[src/include/dcdm_params.svh]
// register offsets, reset values and timing constants of the discrepancy monitor
`ifndef DCDM_PARAMS_SVH
`define DCDM_PARAMS_SVH
`define DCDM_ADDR_CTRL 8'h00
`define DCDM_ADDR_DTIME0 8'h04
`define DCDM_ADDR_DTIME1 8'h08
`define DCDM_ADDR_DBAND0 8'h0C
`define DCDM_ADDR_DBAND1 8'h10
`define DCDM_ADDR_OFFS0 8'h14
`define DCDM_ADDR_OFFS1 8'h18
`define DCDM_ADDR_LTIME 8'h1C
`define DCDM_ADDR_STAT 8'h20
`define DCDM_ADDR_MASK 8'h24
`define DCDM_ADDR_STATE 8'h28
`define DCDM_STAT_DISC_LSB 0
`define DCDM_STAT_ERR_LSB 2
`define DCDM_RST_CTRL 2'h0
`define DCDM_RST_DTIME 16'h0000
`define DCDM_RST_DBAND 15'h0000
`define DCDM_RST_OFFS 16'h0000
`define DCDM_RST_LTIME 16'h03E8
`define DCDM_RST_MASK 6'h00
`define DCDM_TIME_MAX 16'hFFFA
`define DCDM_TICK_NS 1000000
`define DCDM_CLK_NS 8
`endif

[src/include/dcdm_pkg.sv]
// types of the discrepancy monitor
package dcdm_pkg;
    typedef struct packed {
        logic [15:0] timer;
        logic over;
        logic fault;
    } dcdm_pair_st_t;
    typedef struct packed {
        logic [31:0] count;
        logic tick;
    } dcdm_tick_st_t;
    typedef struct packed {
        logic [1:0] equiv;
        logic [1:0][15:0] dtime;
        logic [1:0][14:0] dband;
        logic [1:0][15:0] offs;
        logic [15:0] ltime;
        logic [5:0] status;
        logic [5:0] mask;
        logic [3:0][15:0] lcnt;
        logic [3:0] err_lat;
        logic [3:0] err_d;
        logic [1:0] fault_d;
        logic [31:0] prdata;
        logic pready;
        logic pslverr;
        logic irq;
    } dcdm_top_st_t;
endpackage : dcdm_pkg

[src/include/dcdm_pair_if.sv]
// settings, samples and results of one channel pair
`timescale 1ns/10ps
interface dcdm_pair_if;
    logic signed [15:0] a;
    logic signed [15:0] b;
    logic signed [15:0] offs;
    logic [14:0] dband;
    logic [15:0] dtime;
    logic equiv;
    logic tick;
    logic over;
    logic fault;
    modport cmp (input a, b, offs, dband, dtime, equiv, tick, output over, fault);
    modport ctl (output a, b, offs, dband, dtime, equiv, tick, input over, fault);
endinterface : dcdm_pair_if

[src/design/dcdm_ms_tick.sv]
// millisecond tick generator
`timescale 1ns/10ps
module dcdm_ms_tick
    import dcdm_pkg::*;
#(
    parameter int unsigned TICK_CYCLES = 125000
)
(
    input wire logic pclk,
    input wire logic presetn,
    output logic tick
);
    dcdm_tick_st_t st_ff;
    dcdm_tick_st_t nxt_st;

    always_comb
    begin
        nxt_st = st_ff;
        nxt_st.tick = 1'b0;
        if (st_ff.count >= TICK_CYCLES - 1)
        begin
            nxt_st.count = 32'h0;
            nxt_st.tick = 1'b1;
        end
        else
        begin
            nxt_st.count = st_ff.count + 32'h1;
        end
    end

    always_ff @(posedge pclk or negedge presetn)
    begin
        if (!presetn)
            st_ff <= '0;
        else
            st_ff <= nxt_st;
    end

    assign tick = st_ff.tick;
endmodule : dcdm_ms_tick

[src/design/dcdm_pair_cmp.sv]
// offset, deadband and discrepancy timer of one channel pair
`timescale 1ns/10ps
module dcdm_pair_cmp
    import dcdm_pkg::*;
(
    input wire logic pclk,
    input wire logic presetn,
    dcdm_pair_if.cmp pif
);
    dcdm_pair_st_t st_ff;
    dcdm_pair_st_t nxt_st;
    logic signed [16:0] sum;
    logic signed [15:0] b_adj;
    logic signed [16:0] diff;
    logic [16:0] mag;
    logic over;

    always_comb
    begin
        // offset moves the second member toward the first
        sum = {pif.b[15], pif.b} + {pif.offs[15], pif.offs};
        if (sum[16] != sum[15])
            b_adj = sum[16] ? 16'sh8000 : 16'sh7FFF;
        else
            b_adj = sum[15:0];
        diff = {pif.a[15], pif.a} - {b_adj[15], b_adj};
        mag = diff[16] ? (~diff + 17'h1) : diff;
        // single pairs never compare
        over = pif.equiv && (mag > {2'h0, pif.dband});
        nxt_st = st_ff;
        nxt_st.over = over;
        if (!over)
        begin
            nxt_st.timer = 16'h0;
            nxt_st.fault = 1'b0;
        end
        else if (pif.dtime == 16'h0)
        begin
            nxt_st.fault = 1'b0;
        end
        else if (pif.tick && !st_ff.fault)
        begin
            // fault only once the full time has passed, hence one tick more
            if (st_ff.timer >= pif.dtime)
                nxt_st.fault = 1'b1;
            else
                nxt_st.timer = st_ff.timer + 16'h1;
        end
    end

    always_ff @(posedge pclk or negedge presetn)
    begin
        if (!presetn)
            st_ff <= '0;
        else
            st_ff <= nxt_st;
    end

    assign pif.over = st_ff.over;
    assign pif.fault = st_ff.fault;

    a_zero_time_quiet: assert property (
        @(posedge pclk) disable iff (!presetn)
        (pif.dtime == 16'h0) |=> !st_ff.fault)
        else $error("fault raised with zero discrepancy time");
    a_single_no_cmp: assert property (
        @(posedge pclk) disable iff (!presetn)
        !pif.equiv |=> !st_ff.over && !st_ff.fault)
        else $error("single pair was compared");
    a_fault_after_time: assert property (
        @(posedge pclk) disable iff (!presetn)
        $rose(st_ff.fault) |-> $past(st_ff.over) && (st_ff.timer == $past(pif.dtime)))
        else $error("fault raised before discrepancy time");
    a_timer_restart: assert property (
        @(posedge pclk) disable iff (!presetn)
        !st_ff.over |-> (st_ff.timer == 16'h0) && !st_ff.fault)
        else $error("timer not restarted inside deadband");
    c_fault_rise: cover property (@(posedge pclk) disable iff (!presetn) $rose(st_ff.fault));
endmodule : dcdm_pair_cmp

[src/design/dcdm_top.sv]
// dual channel discrepancy monitor with apb register slave
//
// Operation
// - single pair: two independent channels, no comparison
// - equivalent pair: compare, error when no agreement within discrepancy time
// - discrepancy time 0 to 65530 ms, 10 ms steps; the code counts it in 1 ms steps, one per tick
// - discrepancy time zero never raises a fault
// - deadband 0 to 32767 units, unsigned
// - fault when difference stays beyond deadband longer than discrepancy time
// - signed pair offset -32768 to 32767 units
// - offset applied from channel 1 to 0 and 3 to 2
// - input error held for latch time, 0 to 65530 ms, default 1000
// - brief input fault still reported for the whole latch time
//
// Added by the designer: the placing of the registers and the APB interface to the registers.
`timescale 1ns/10ps
`include "dcdm_params.svh"
module dcdm_top
    import dcdm_pkg::*;
#(
    parameter int unsigned TICK_CYCLES = `DCDM_TICK_NS / `DCDM_CLK_NS
)
(
    input wire logic pclk,
    input wire logic presetn,
    input wire logic psel,
    input wire logic penable,
    input wire logic pwrite,
    input wire logic [7:0] paddr,
    input wire logic [31:0] pwdata,
    output logic [31:0] prdata,
    output logic pready,
    output logic pslverr,
    input wire logic [3:0][15:0] ch_value,
    input wire logic [3:0] chan_err,
    output logic [3:0] err_latched,
    output logic [1:0] disc_fault,
    output logic irq
);
    // ------------------------------------------------------------
    // state and reset value
    // ------------------------------------------------------------
    localparam dcdm_top_st_t ST_RST = '{
        equiv: `DCDM_RST_CTRL,
        dtime: {2{`DCDM_RST_DTIME}},
        dband: {2{`DCDM_RST_DBAND}},
        offs: {2{`DCDM_RST_OFFS}},
        ltime: `DCDM_RST_LTIME,
        mask: `DCDM_RST_MASK,
        default: '0
    };

    dcdm_top_st_t st_ff;
    dcdm_top_st_t nxt_st;
    logic tick_w;
    logic [1:0] fault_w;
    logic [1:0] over_w;
    logic [3:0] err_now;
    logic [5:0] events;
    logic [5:0] clr_bits;
    logic [31:0] rd_data;
    logic [15:0] wd_time;
    logic unmapped;
    logic access;
    logic handshake;
    logic wr_en;

    // ------------------------------------------------------------
    // millisecond time base and the two pairs
    // ------------------------------------------------------------
    dcdm_ms_tick #(
        .TICK_CYCLES(TICK_CYCLES)
    ) u_tick (
        .pclk(pclk),
        .presetn(presetn),
        .tick(tick_w)
    );

    for (genvar p = 0; p < 2; p++)
    begin : g_pair
        dcdm_pair_if pif ();
        // first member is the even channel, second the odd one
        assign pif.a = ch_value[2 * p];
        assign pif.b = ch_value[2 * p + 1];
        assign pif.offs = st_ff.offs[p];
        assign pif.dband = st_ff.dband[p];
        assign pif.dtime = st_ff.dtime[p];
        assign pif.equiv = st_ff.equiv[p];
        assign pif.tick = tick_w;
        assign fault_w[p] = pif.fault;
        assign over_w[p] = pif.over;
        dcdm_pair_cmp u_cmp (
            .pclk(pclk),
            .presetn(presetn),
            .pif(pif.cmp)
        );
    end

    // ------------------------------------------------------------
    // register read mux
    // ------------------------------------------------------------
    always_comb
    begin
        rd_data = 32'h0;
        unmapped = 1'b0;
        case (paddr)
            `DCDM_ADDR_CTRL: rd_data = {30'h0, st_ff.equiv};
            `DCDM_ADDR_DTIME0: rd_data = {16'h0, st_ff.dtime[0]};
            `DCDM_ADDR_DTIME1: rd_data = {16'h0, st_ff.dtime[1]};
            `DCDM_ADDR_DBAND0: rd_data = {17'h0, st_ff.dband[0]};
            `DCDM_ADDR_DBAND1: rd_data = {17'h0, st_ff.dband[1]};
            `DCDM_ADDR_OFFS0: rd_data = {16'h0, st_ff.offs[0]};
            `DCDM_ADDR_OFFS1: rd_data = {16'h0, st_ff.offs[1]};
            `DCDM_ADDR_LTIME: rd_data = {16'h0, st_ff.ltime};
            `DCDM_ADDR_STAT: rd_data = {26'h0, st_ff.status};
            `DCDM_ADDR_MASK: rd_data = {26'h0, st_ff.mask};
            `DCDM_ADDR_STATE: rd_data = {24'h0, over_w, st_ff.fault_d, st_ff.err_lat};
            default: unmapped = 1'b1;
        endcase
    end

    // ------------------------------------------------------------
    // next state
    // ------------------------------------------------------------
    always_comb
    begin
        nxt_st = st_ff;
        access = psel && penable;
        handshake = access && st_ff.pready;
        wr_en = handshake && pwrite && !st_ff.pslverr;
        // times beyond the top of the range are clamped, not wrapped
        if (pwdata[15:0] > `DCDM_TIME_MAX)
            wd_time = `DCDM_TIME_MAX;
        else
            wd_time = pwdata[15:0];

        // one wait state keeps prdata and pready straight from flops
        nxt_st.pready = access && !st_ff.pready;
        nxt_st.pslverr = access && !st_ff.pready && unmapped;
        if (access && !st_ff.pready && !pwrite)
            nxt_st.prdata = rd_data;

        if (wr_en)
        begin
            case (paddr)
                `DCDM_ADDR_CTRL: nxt_st.equiv = pwdata[1:0];
                `DCDM_ADDR_DTIME0: nxt_st.dtime[0] = wd_time;
                `DCDM_ADDR_DTIME1: nxt_st.dtime[1] = wd_time;
                `DCDM_ADDR_DBAND0: nxt_st.dband[0] = pwdata[14:0];
                `DCDM_ADDR_DBAND1: nxt_st.dband[1] = pwdata[14:0];
                `DCDM_ADDR_OFFS0: nxt_st.offs[0] = pwdata[15:0];
                `DCDM_ADDR_OFFS1: nxt_st.offs[1] = pwdata[15:0];
                `DCDM_ADDR_LTIME: nxt_st.ltime = wd_time;
                `DCDM_ADDR_MASK: nxt_st.mask = pwdata[5:0];
                default: nxt_st.mask = st_ff.mask;
            endcase
        end

        // a pair fault is an input error of both its channels
        err_now = chan_err | {fault_w[1], fault_w[1], fault_w[0], fault_w[0]};
        for (int i = 0; i < 4; i++)
        begin
            if (err_now[i])
                nxt_st.lcnt[i] = st_ff.ltime;
            else if (tick_w && (st_ff.lcnt[i] != 16'h0))
                nxt_st.lcnt[i] = st_ff.lcnt[i] - 16'h1;
            // a one-cycle error still holds for the whole count
            nxt_st.err_lat[i] = err_now[i] || (nxt_st.lcnt[i] != 16'h0);
        end
        nxt_st.err_d = err_now;
        nxt_st.fault_d = fault_w;

        // clear only what was returned; a new event always wins
        events = {err_now & ~st_ff.err_d, fault_w & ~st_ff.fault_d};
        if (handshake && !pwrite && (paddr == `DCDM_ADDR_STAT))
            clr_bits = st_ff.prdata[5:0];
        else
            clr_bits = 6'h0;
        nxt_st.status = (st_ff.status & ~clr_bits) | events;
        nxt_st.irq = |(nxt_st.status & nxt_st.mask);
    end

    always_ff @(posedge pclk or negedge presetn)
    begin
        if (!presetn)
            st_ff <= ST_RST;
        else
            st_ff <= nxt_st;
    end

    // ------------------------------------------------------------
    // outputs
    // ------------------------------------------------------------
    assign prdata = st_ff.prdata;
    assign pready = st_ff.pready;
    assign pslverr = st_ff.pslverr;
    assign err_latched = st_ff.err_lat;
    assign disc_fault = st_ff.fault_d;
    assign irq = st_ff.irq;

    // ------------------------------------------------------------
    // checks
    // ------------------------------------------------------------
    a_latch_load: assert property (
        @(posedge pclk) disable iff (!presetn)
        (chan_err[0] && (st_ff.ltime != 16'h0))
        |=> (st_ff.lcnt[0] == $past(st_ff.ltime)) && err_latched[0])
        else $error("latch count not loaded on input error");
    a_brief_fault_kept: assert property (
        @(posedge pclk) disable iff (!presetn)
        (chan_err[1] && (st_ff.ltime > 16'h2) && !tick_w)
        |=> err_latched[1] [*2])
        else $error("brief input error not held");
    a_time_range: assert property (
        @(posedge pclk) disable iff (!presetn)
        (st_ff.dtime[0] <= `DCDM_TIME_MAX) && (st_ff.dtime[1] <= `DCDM_TIME_MAX)
        && (st_ff.ltime <= `DCDM_TIME_MAX))
        else $error("time setting beyond range");
    a_pair_err_both: assert property (
        @(posedge pclk) disable iff (!presetn)
        fault_w[1] |=> err_latched[2] && err_latched[3] && disc_fault[1])
        else $error("pair fault not reported on both channels");
    a_irq_level: assert property (
        @(posedge pclk) disable iff (!presetn)
        irq == |(st_ff.status & st_ff.mask))
        else $error("interrupt does not follow masked status");
    a_ready_pulse: assert property (
        @(posedge pclk) disable iff (!presetn)
        (psel && penable && !pready) |=> pready ##1 !pready)
        else $error("apb answer not one cycle after access");
    c_irq_rise: cover property (@(posedge pclk) disable iff (!presetn) $rose(irq));
    c_latch_end: cover property (@(posedge pclk) disable iff (!presetn) $fell(err_latched[0]));
    c_status_read: cover property (
        @(posedge pclk) disable iff (!presetn)
        psel && penable && pready && !pwrite && (paddr == `DCDM_ADDR_STAT));
endmodule : dcdm_top

[config.mk]
export PLATFORM = sky130hd
export DESIGN_NAME = dcdm_top
export DESIGN_NICKNAME = d
export VERILOG_FILES = /design/src/include/dcdm_pkg.sv /design/src/include/dcdm_pair_if.sv /design/src/design/dcdm_ms_tick.sv /design/src/design/dcdm_pair_cmp.sv /design/src/design/dcdm_top.sv
export VERILOG_INCLUDE_DIRS = /design/src /design/src/include
export SDC_FILE = /design/constraint.sdc
export NUM_CORES = 1
export LEC_CHECK = 0
export ABC_AREA = 1
export BUFFER_PORTS_ARGS = -buffer_cell sky130_fd_sc_hd__buf_4
export CORE_UTILIZATION = 40
export DETAILED_ROUTE_END_ITERATION = 7
export SYNTH_ARGS = -nofsm -noshare
export SYNTH_HDL_FRONTEND = slang
export SYNTH_SLANG_ARGS = --single-unit
[constraint.sdc]
create_clock -name pclk -period 15.6 [get_ports pclk]
set_input_delay 3.9 -clock pclk [delete_from_list [all_inputs] [get_ports pclk]]
set_output_delay 3.9 -clock pclk [all_outputs]
set_load 0.005 [all_outputs]
==> flow_metrics.env <==
export IMPL_highest_layer="met5"
export IMPL_num_nets_final=3290
export IMPL_synth_edf_count=0
export IMPL_drive_gt1_frac=0.0865
export IMPL_setup_tns_ns=0
export IMPL_num_vias=19500
export IMPL_avgRoutedWirePerCell_um=17.1
export IMPL_post_dp_cell_area_mm2=0.0223
export IMPL_finClkSkew_ns=0.0134
export IMPL_p_leak_nw=11.5
export IMPL_drt_wl_total_um=64000
export IMPL_final_setup_viol_count=0
export IMPL_met1_length_um=29700
export IMPL_final_antenna_net_count=0
export IMPL_async_flop_share=1.00
export IMPL_first_pass_iters=5
export IMPL_min_period_over_period=0.676
export IMPL_clock_path_buffers=3
export IMPL_drtIter0Drc=1592
export IMPL_clkTransAtPathRegs_ns=0.05
export IMPL_diodes=0
export IMPL_cts_made_buffers=35
export IMPL_start_kind="input pin"
export IMPL_die_y_um=230
export IMPL_clk_latency_ns=0.54
export IMPL_dpl_hpwl_um=49800
export IMPL_post_cts_buffers=0
export IMPL_cap_violations=0
export IMPL_yosysWarnings=0
export IMPL_crit_type="input pin to flop"
export IMPL_overflow=0
export IMPL_floorplan_initialDensity=0.406
export IMPL_antenna_found_initial=1
export IMPL_path_common_cell="nand2_1"
export IMPL_worst_path_max_delay_cell="nor2_1"
export IMPL_ios=154
export IMPL_synth_flop_cell="dfrtp_1"
export IMPL_syn2layout_area_growth_pct=12.1
export IMPL_crit_required_ns=16.00
export IMPL_synth_area_leaders="dfrtp_1 34%, nand2_1 14%, ha_1 8.6%"
export IMPL_min_path_type="flop to flop"
export IMPL_die_x_um=230
export IMPL_max_stage_delay_ns=0.47
export IMPL_synth_seq_cells=286
export IMPL_yosysSeqAreaShare=0.343
export IMPL_status="complete, no violations"
export IMPL_fillerInstances=5304
export IMPL_die_area_mm2=0.0531
export IMPL_synth_common_cells="783 x nand2_1, 418 x inv_1, 280 x dfrtp_1"
export IMPL_synth_area_mm2=0.0209
export IMPL_route_met3_wl_um=4080
export IMPL_drc=0
export IMPL_grt_pass1_wl_um=100000
export IMPL_hold_buffers=0
export IMPL_cp_buffers_inverters=6
export IMPL_synth_area_leader_cell="dfrtp_1"
export IMPL_cts_max_level=2
export IMPL_hold_viol_final=0
export IMPL_cts_resized=0
export IMPL_max_freq_mhz=94.9
export IMPL_stdcell_area_mm2=0.0234
export IMPL_critPathArrivalTime_ns=10.95
export IMPL_synthDistinctLibCells=60
export IMPL_gp_congestion=0.947
export IMPL_grt_setup_unrepaired="false"
export IMPL_cts_tree="built"
export IMPL_io_buffer_count=121
export IMPL_irDropWorstVdd_uv=64.9
export IMPL_clockRootBuffer="clkbuf_16"
export IMPL_cts_sinks=286
export IMPL_grt_usage=0.240
export IMPL_grt_max_degree=75
export IMPL_drv_slew=0
export IMPL_post_synth_top_count_cell="nand2_1"
export IMPL_tightestPinTransition_ns=1.00
export IMPL_p_per_area_mw_per_mm2=89.6
export IMPL_core_mm2=0.0514
export IMPL_synthCells=2932
export IMPL_critical_path_max_fanout=13
export IMPL_maxSlewHeadroom=0.329
export IMPL_cp_top_family="simple AND/OR/NAND/NOR gates"
export IMPL_crit_path_end_kind="flop"
export IMPL_syn_avg_cell_area_um2=7.12
export IMPL_grt_pass1_vias=18400
export IMPL_period_minus_slack_ns=10.54
export IMPL_wl_met2_um=28600
export IMPL_synth_top_area_frac=0.336
export IMPL_rows=83
export IMPL_via_per_inst=5.22
==> where the power goes <==
part           switching [W]  internal (W)  total, W
registers          0.0000119      0.000756  0.000768
logic               0.000326      0.000182  0.000508
clock network       0.000327      0.000495  0.000822
==> cells by family after synthesis <==
| logic type | share of synthesized area |
|---|---|
| adder cells (fa/ha/maj) | 0.0895 |
| AO/OA/AOI/OAI | 0.129 |
| other | 0.000180 |
| AND/OR/NAND/NOR | 0.281 |
| flip-flops | 0.343 |
| XOR/XNOR | 0.0513 |
| buffers and inverters | 0.106 |
==> flip-flops by register name, summed over array words and instances, names as in the netlist <==
signal	flops
disc_fault	2
err_latched	4
g_pair.pif.dband	30
g_pair.pif.dtime	32
g_pair.pif.equiv	2
g_pair.pif.offs	32
g_pair.u_cmp.pif.fault	2
g_pair.u_cmp.pif.over	2
g_pair.u_cmp.st_ff	32
irq	1
prdata	16
pready	1
pslverr	1
st_ff	96
u_tick.st_ff	32
u_tick.tick	1
==> per-layer routing <==
layer,global-route usage,vias to the layer above
met2,0.384,567
met4,0.0662,2
li1,-,9643
met5,0,-
met3,0.0348,102
met1,0.337,9183
==> metrics by stage <==
step / utilization / total power, W / setup WS, ns / std cells / hold WS (ns)
after floorplan: - / 0.00115 / 6.22 / 2962 / 0.433
after global placement: 0.433 / 0.00127 / 4.73 / 3673 / 0.446
after global routing: 0.455 / 0.00221 / 4.38 / 3732 / 0.491
final: 0.455 / 0.00210 / 5.06 / 3732 / 0.459
after CTS: 0.455 / 0.00211 / 5.09 / 3732 / 0.462
after detailed placement: 0.433 / 0.00129 / 4.57 / 3673 / 0.455
==> final cells by class <==
cell class	instances	area [µm²]	area share
Multi-Input combinational cell	2141	11600	0.497
Sequential cell	286	7160	0.306
Inverter	432	1620	0.0693
Timing Repair Buffer	134	1010	0.0433
Clock buffer	49	998	0.0427
Tap cell	680	851	0.0364
Clock inverter	10	135	0.00577
==> path summary, 6_finish.rpt <==
| check | cells past startpoint | slack [ns] | start | end |
|---|---|---|---|---|
| max in group asynchronous | 3 | 10.02 | presetn | st_ff[112]$_DFF_PN0_ |
| min in group asynchronous | 1 | 3.32 | presetn | u_tick.st_ff[16]$_DFF_PN0_ |
| max reg2reg | 36 | 8.09 | g_pair[0].pif.offs[10]$_DFFE_PN0P_ | g_pair[0].u_cmp.st_ff[2]$_DFFE_PN0P_ |
| min reg2reg | 1 | 0.46 | u_tick.st_ff[1]$_DFF_PN0_ | u_tick.st_ff[1]$_DFF_PN0_ |
| max | 37 | 5.06 | ch_value[18] | g_pair[0].u_cmp.st_ff[2]$_DFFE_PN0P_ |
| min | 1 | 0.46 | u_tick.st_ff[1]$_DFF_PN0_ | u_tick.st_ff[1]$_DFF_PN0_ |
==> layout by cell type, fill, tap and decap left out, drive strengths merged, types with 9 or more instances in the layout <==
master / count
inv: 429
o21ai: 247
nand3b: 9
ha: 143
conb: 31
clkbuf: 49
a221oi: 20
a31oi: 14
clkinv: 9
nor4: 17
nor3: 72
a211oi: 9
xnor2: 17
nor2: 266
nand4: 68
nand3: 119
o21a: 29
xor2: 101
o22ai: 20
buf: 134
or2: 10
a21oi: 105
nand2: 801
dfrtp: 280
Power figures use the tool's default switching activity.
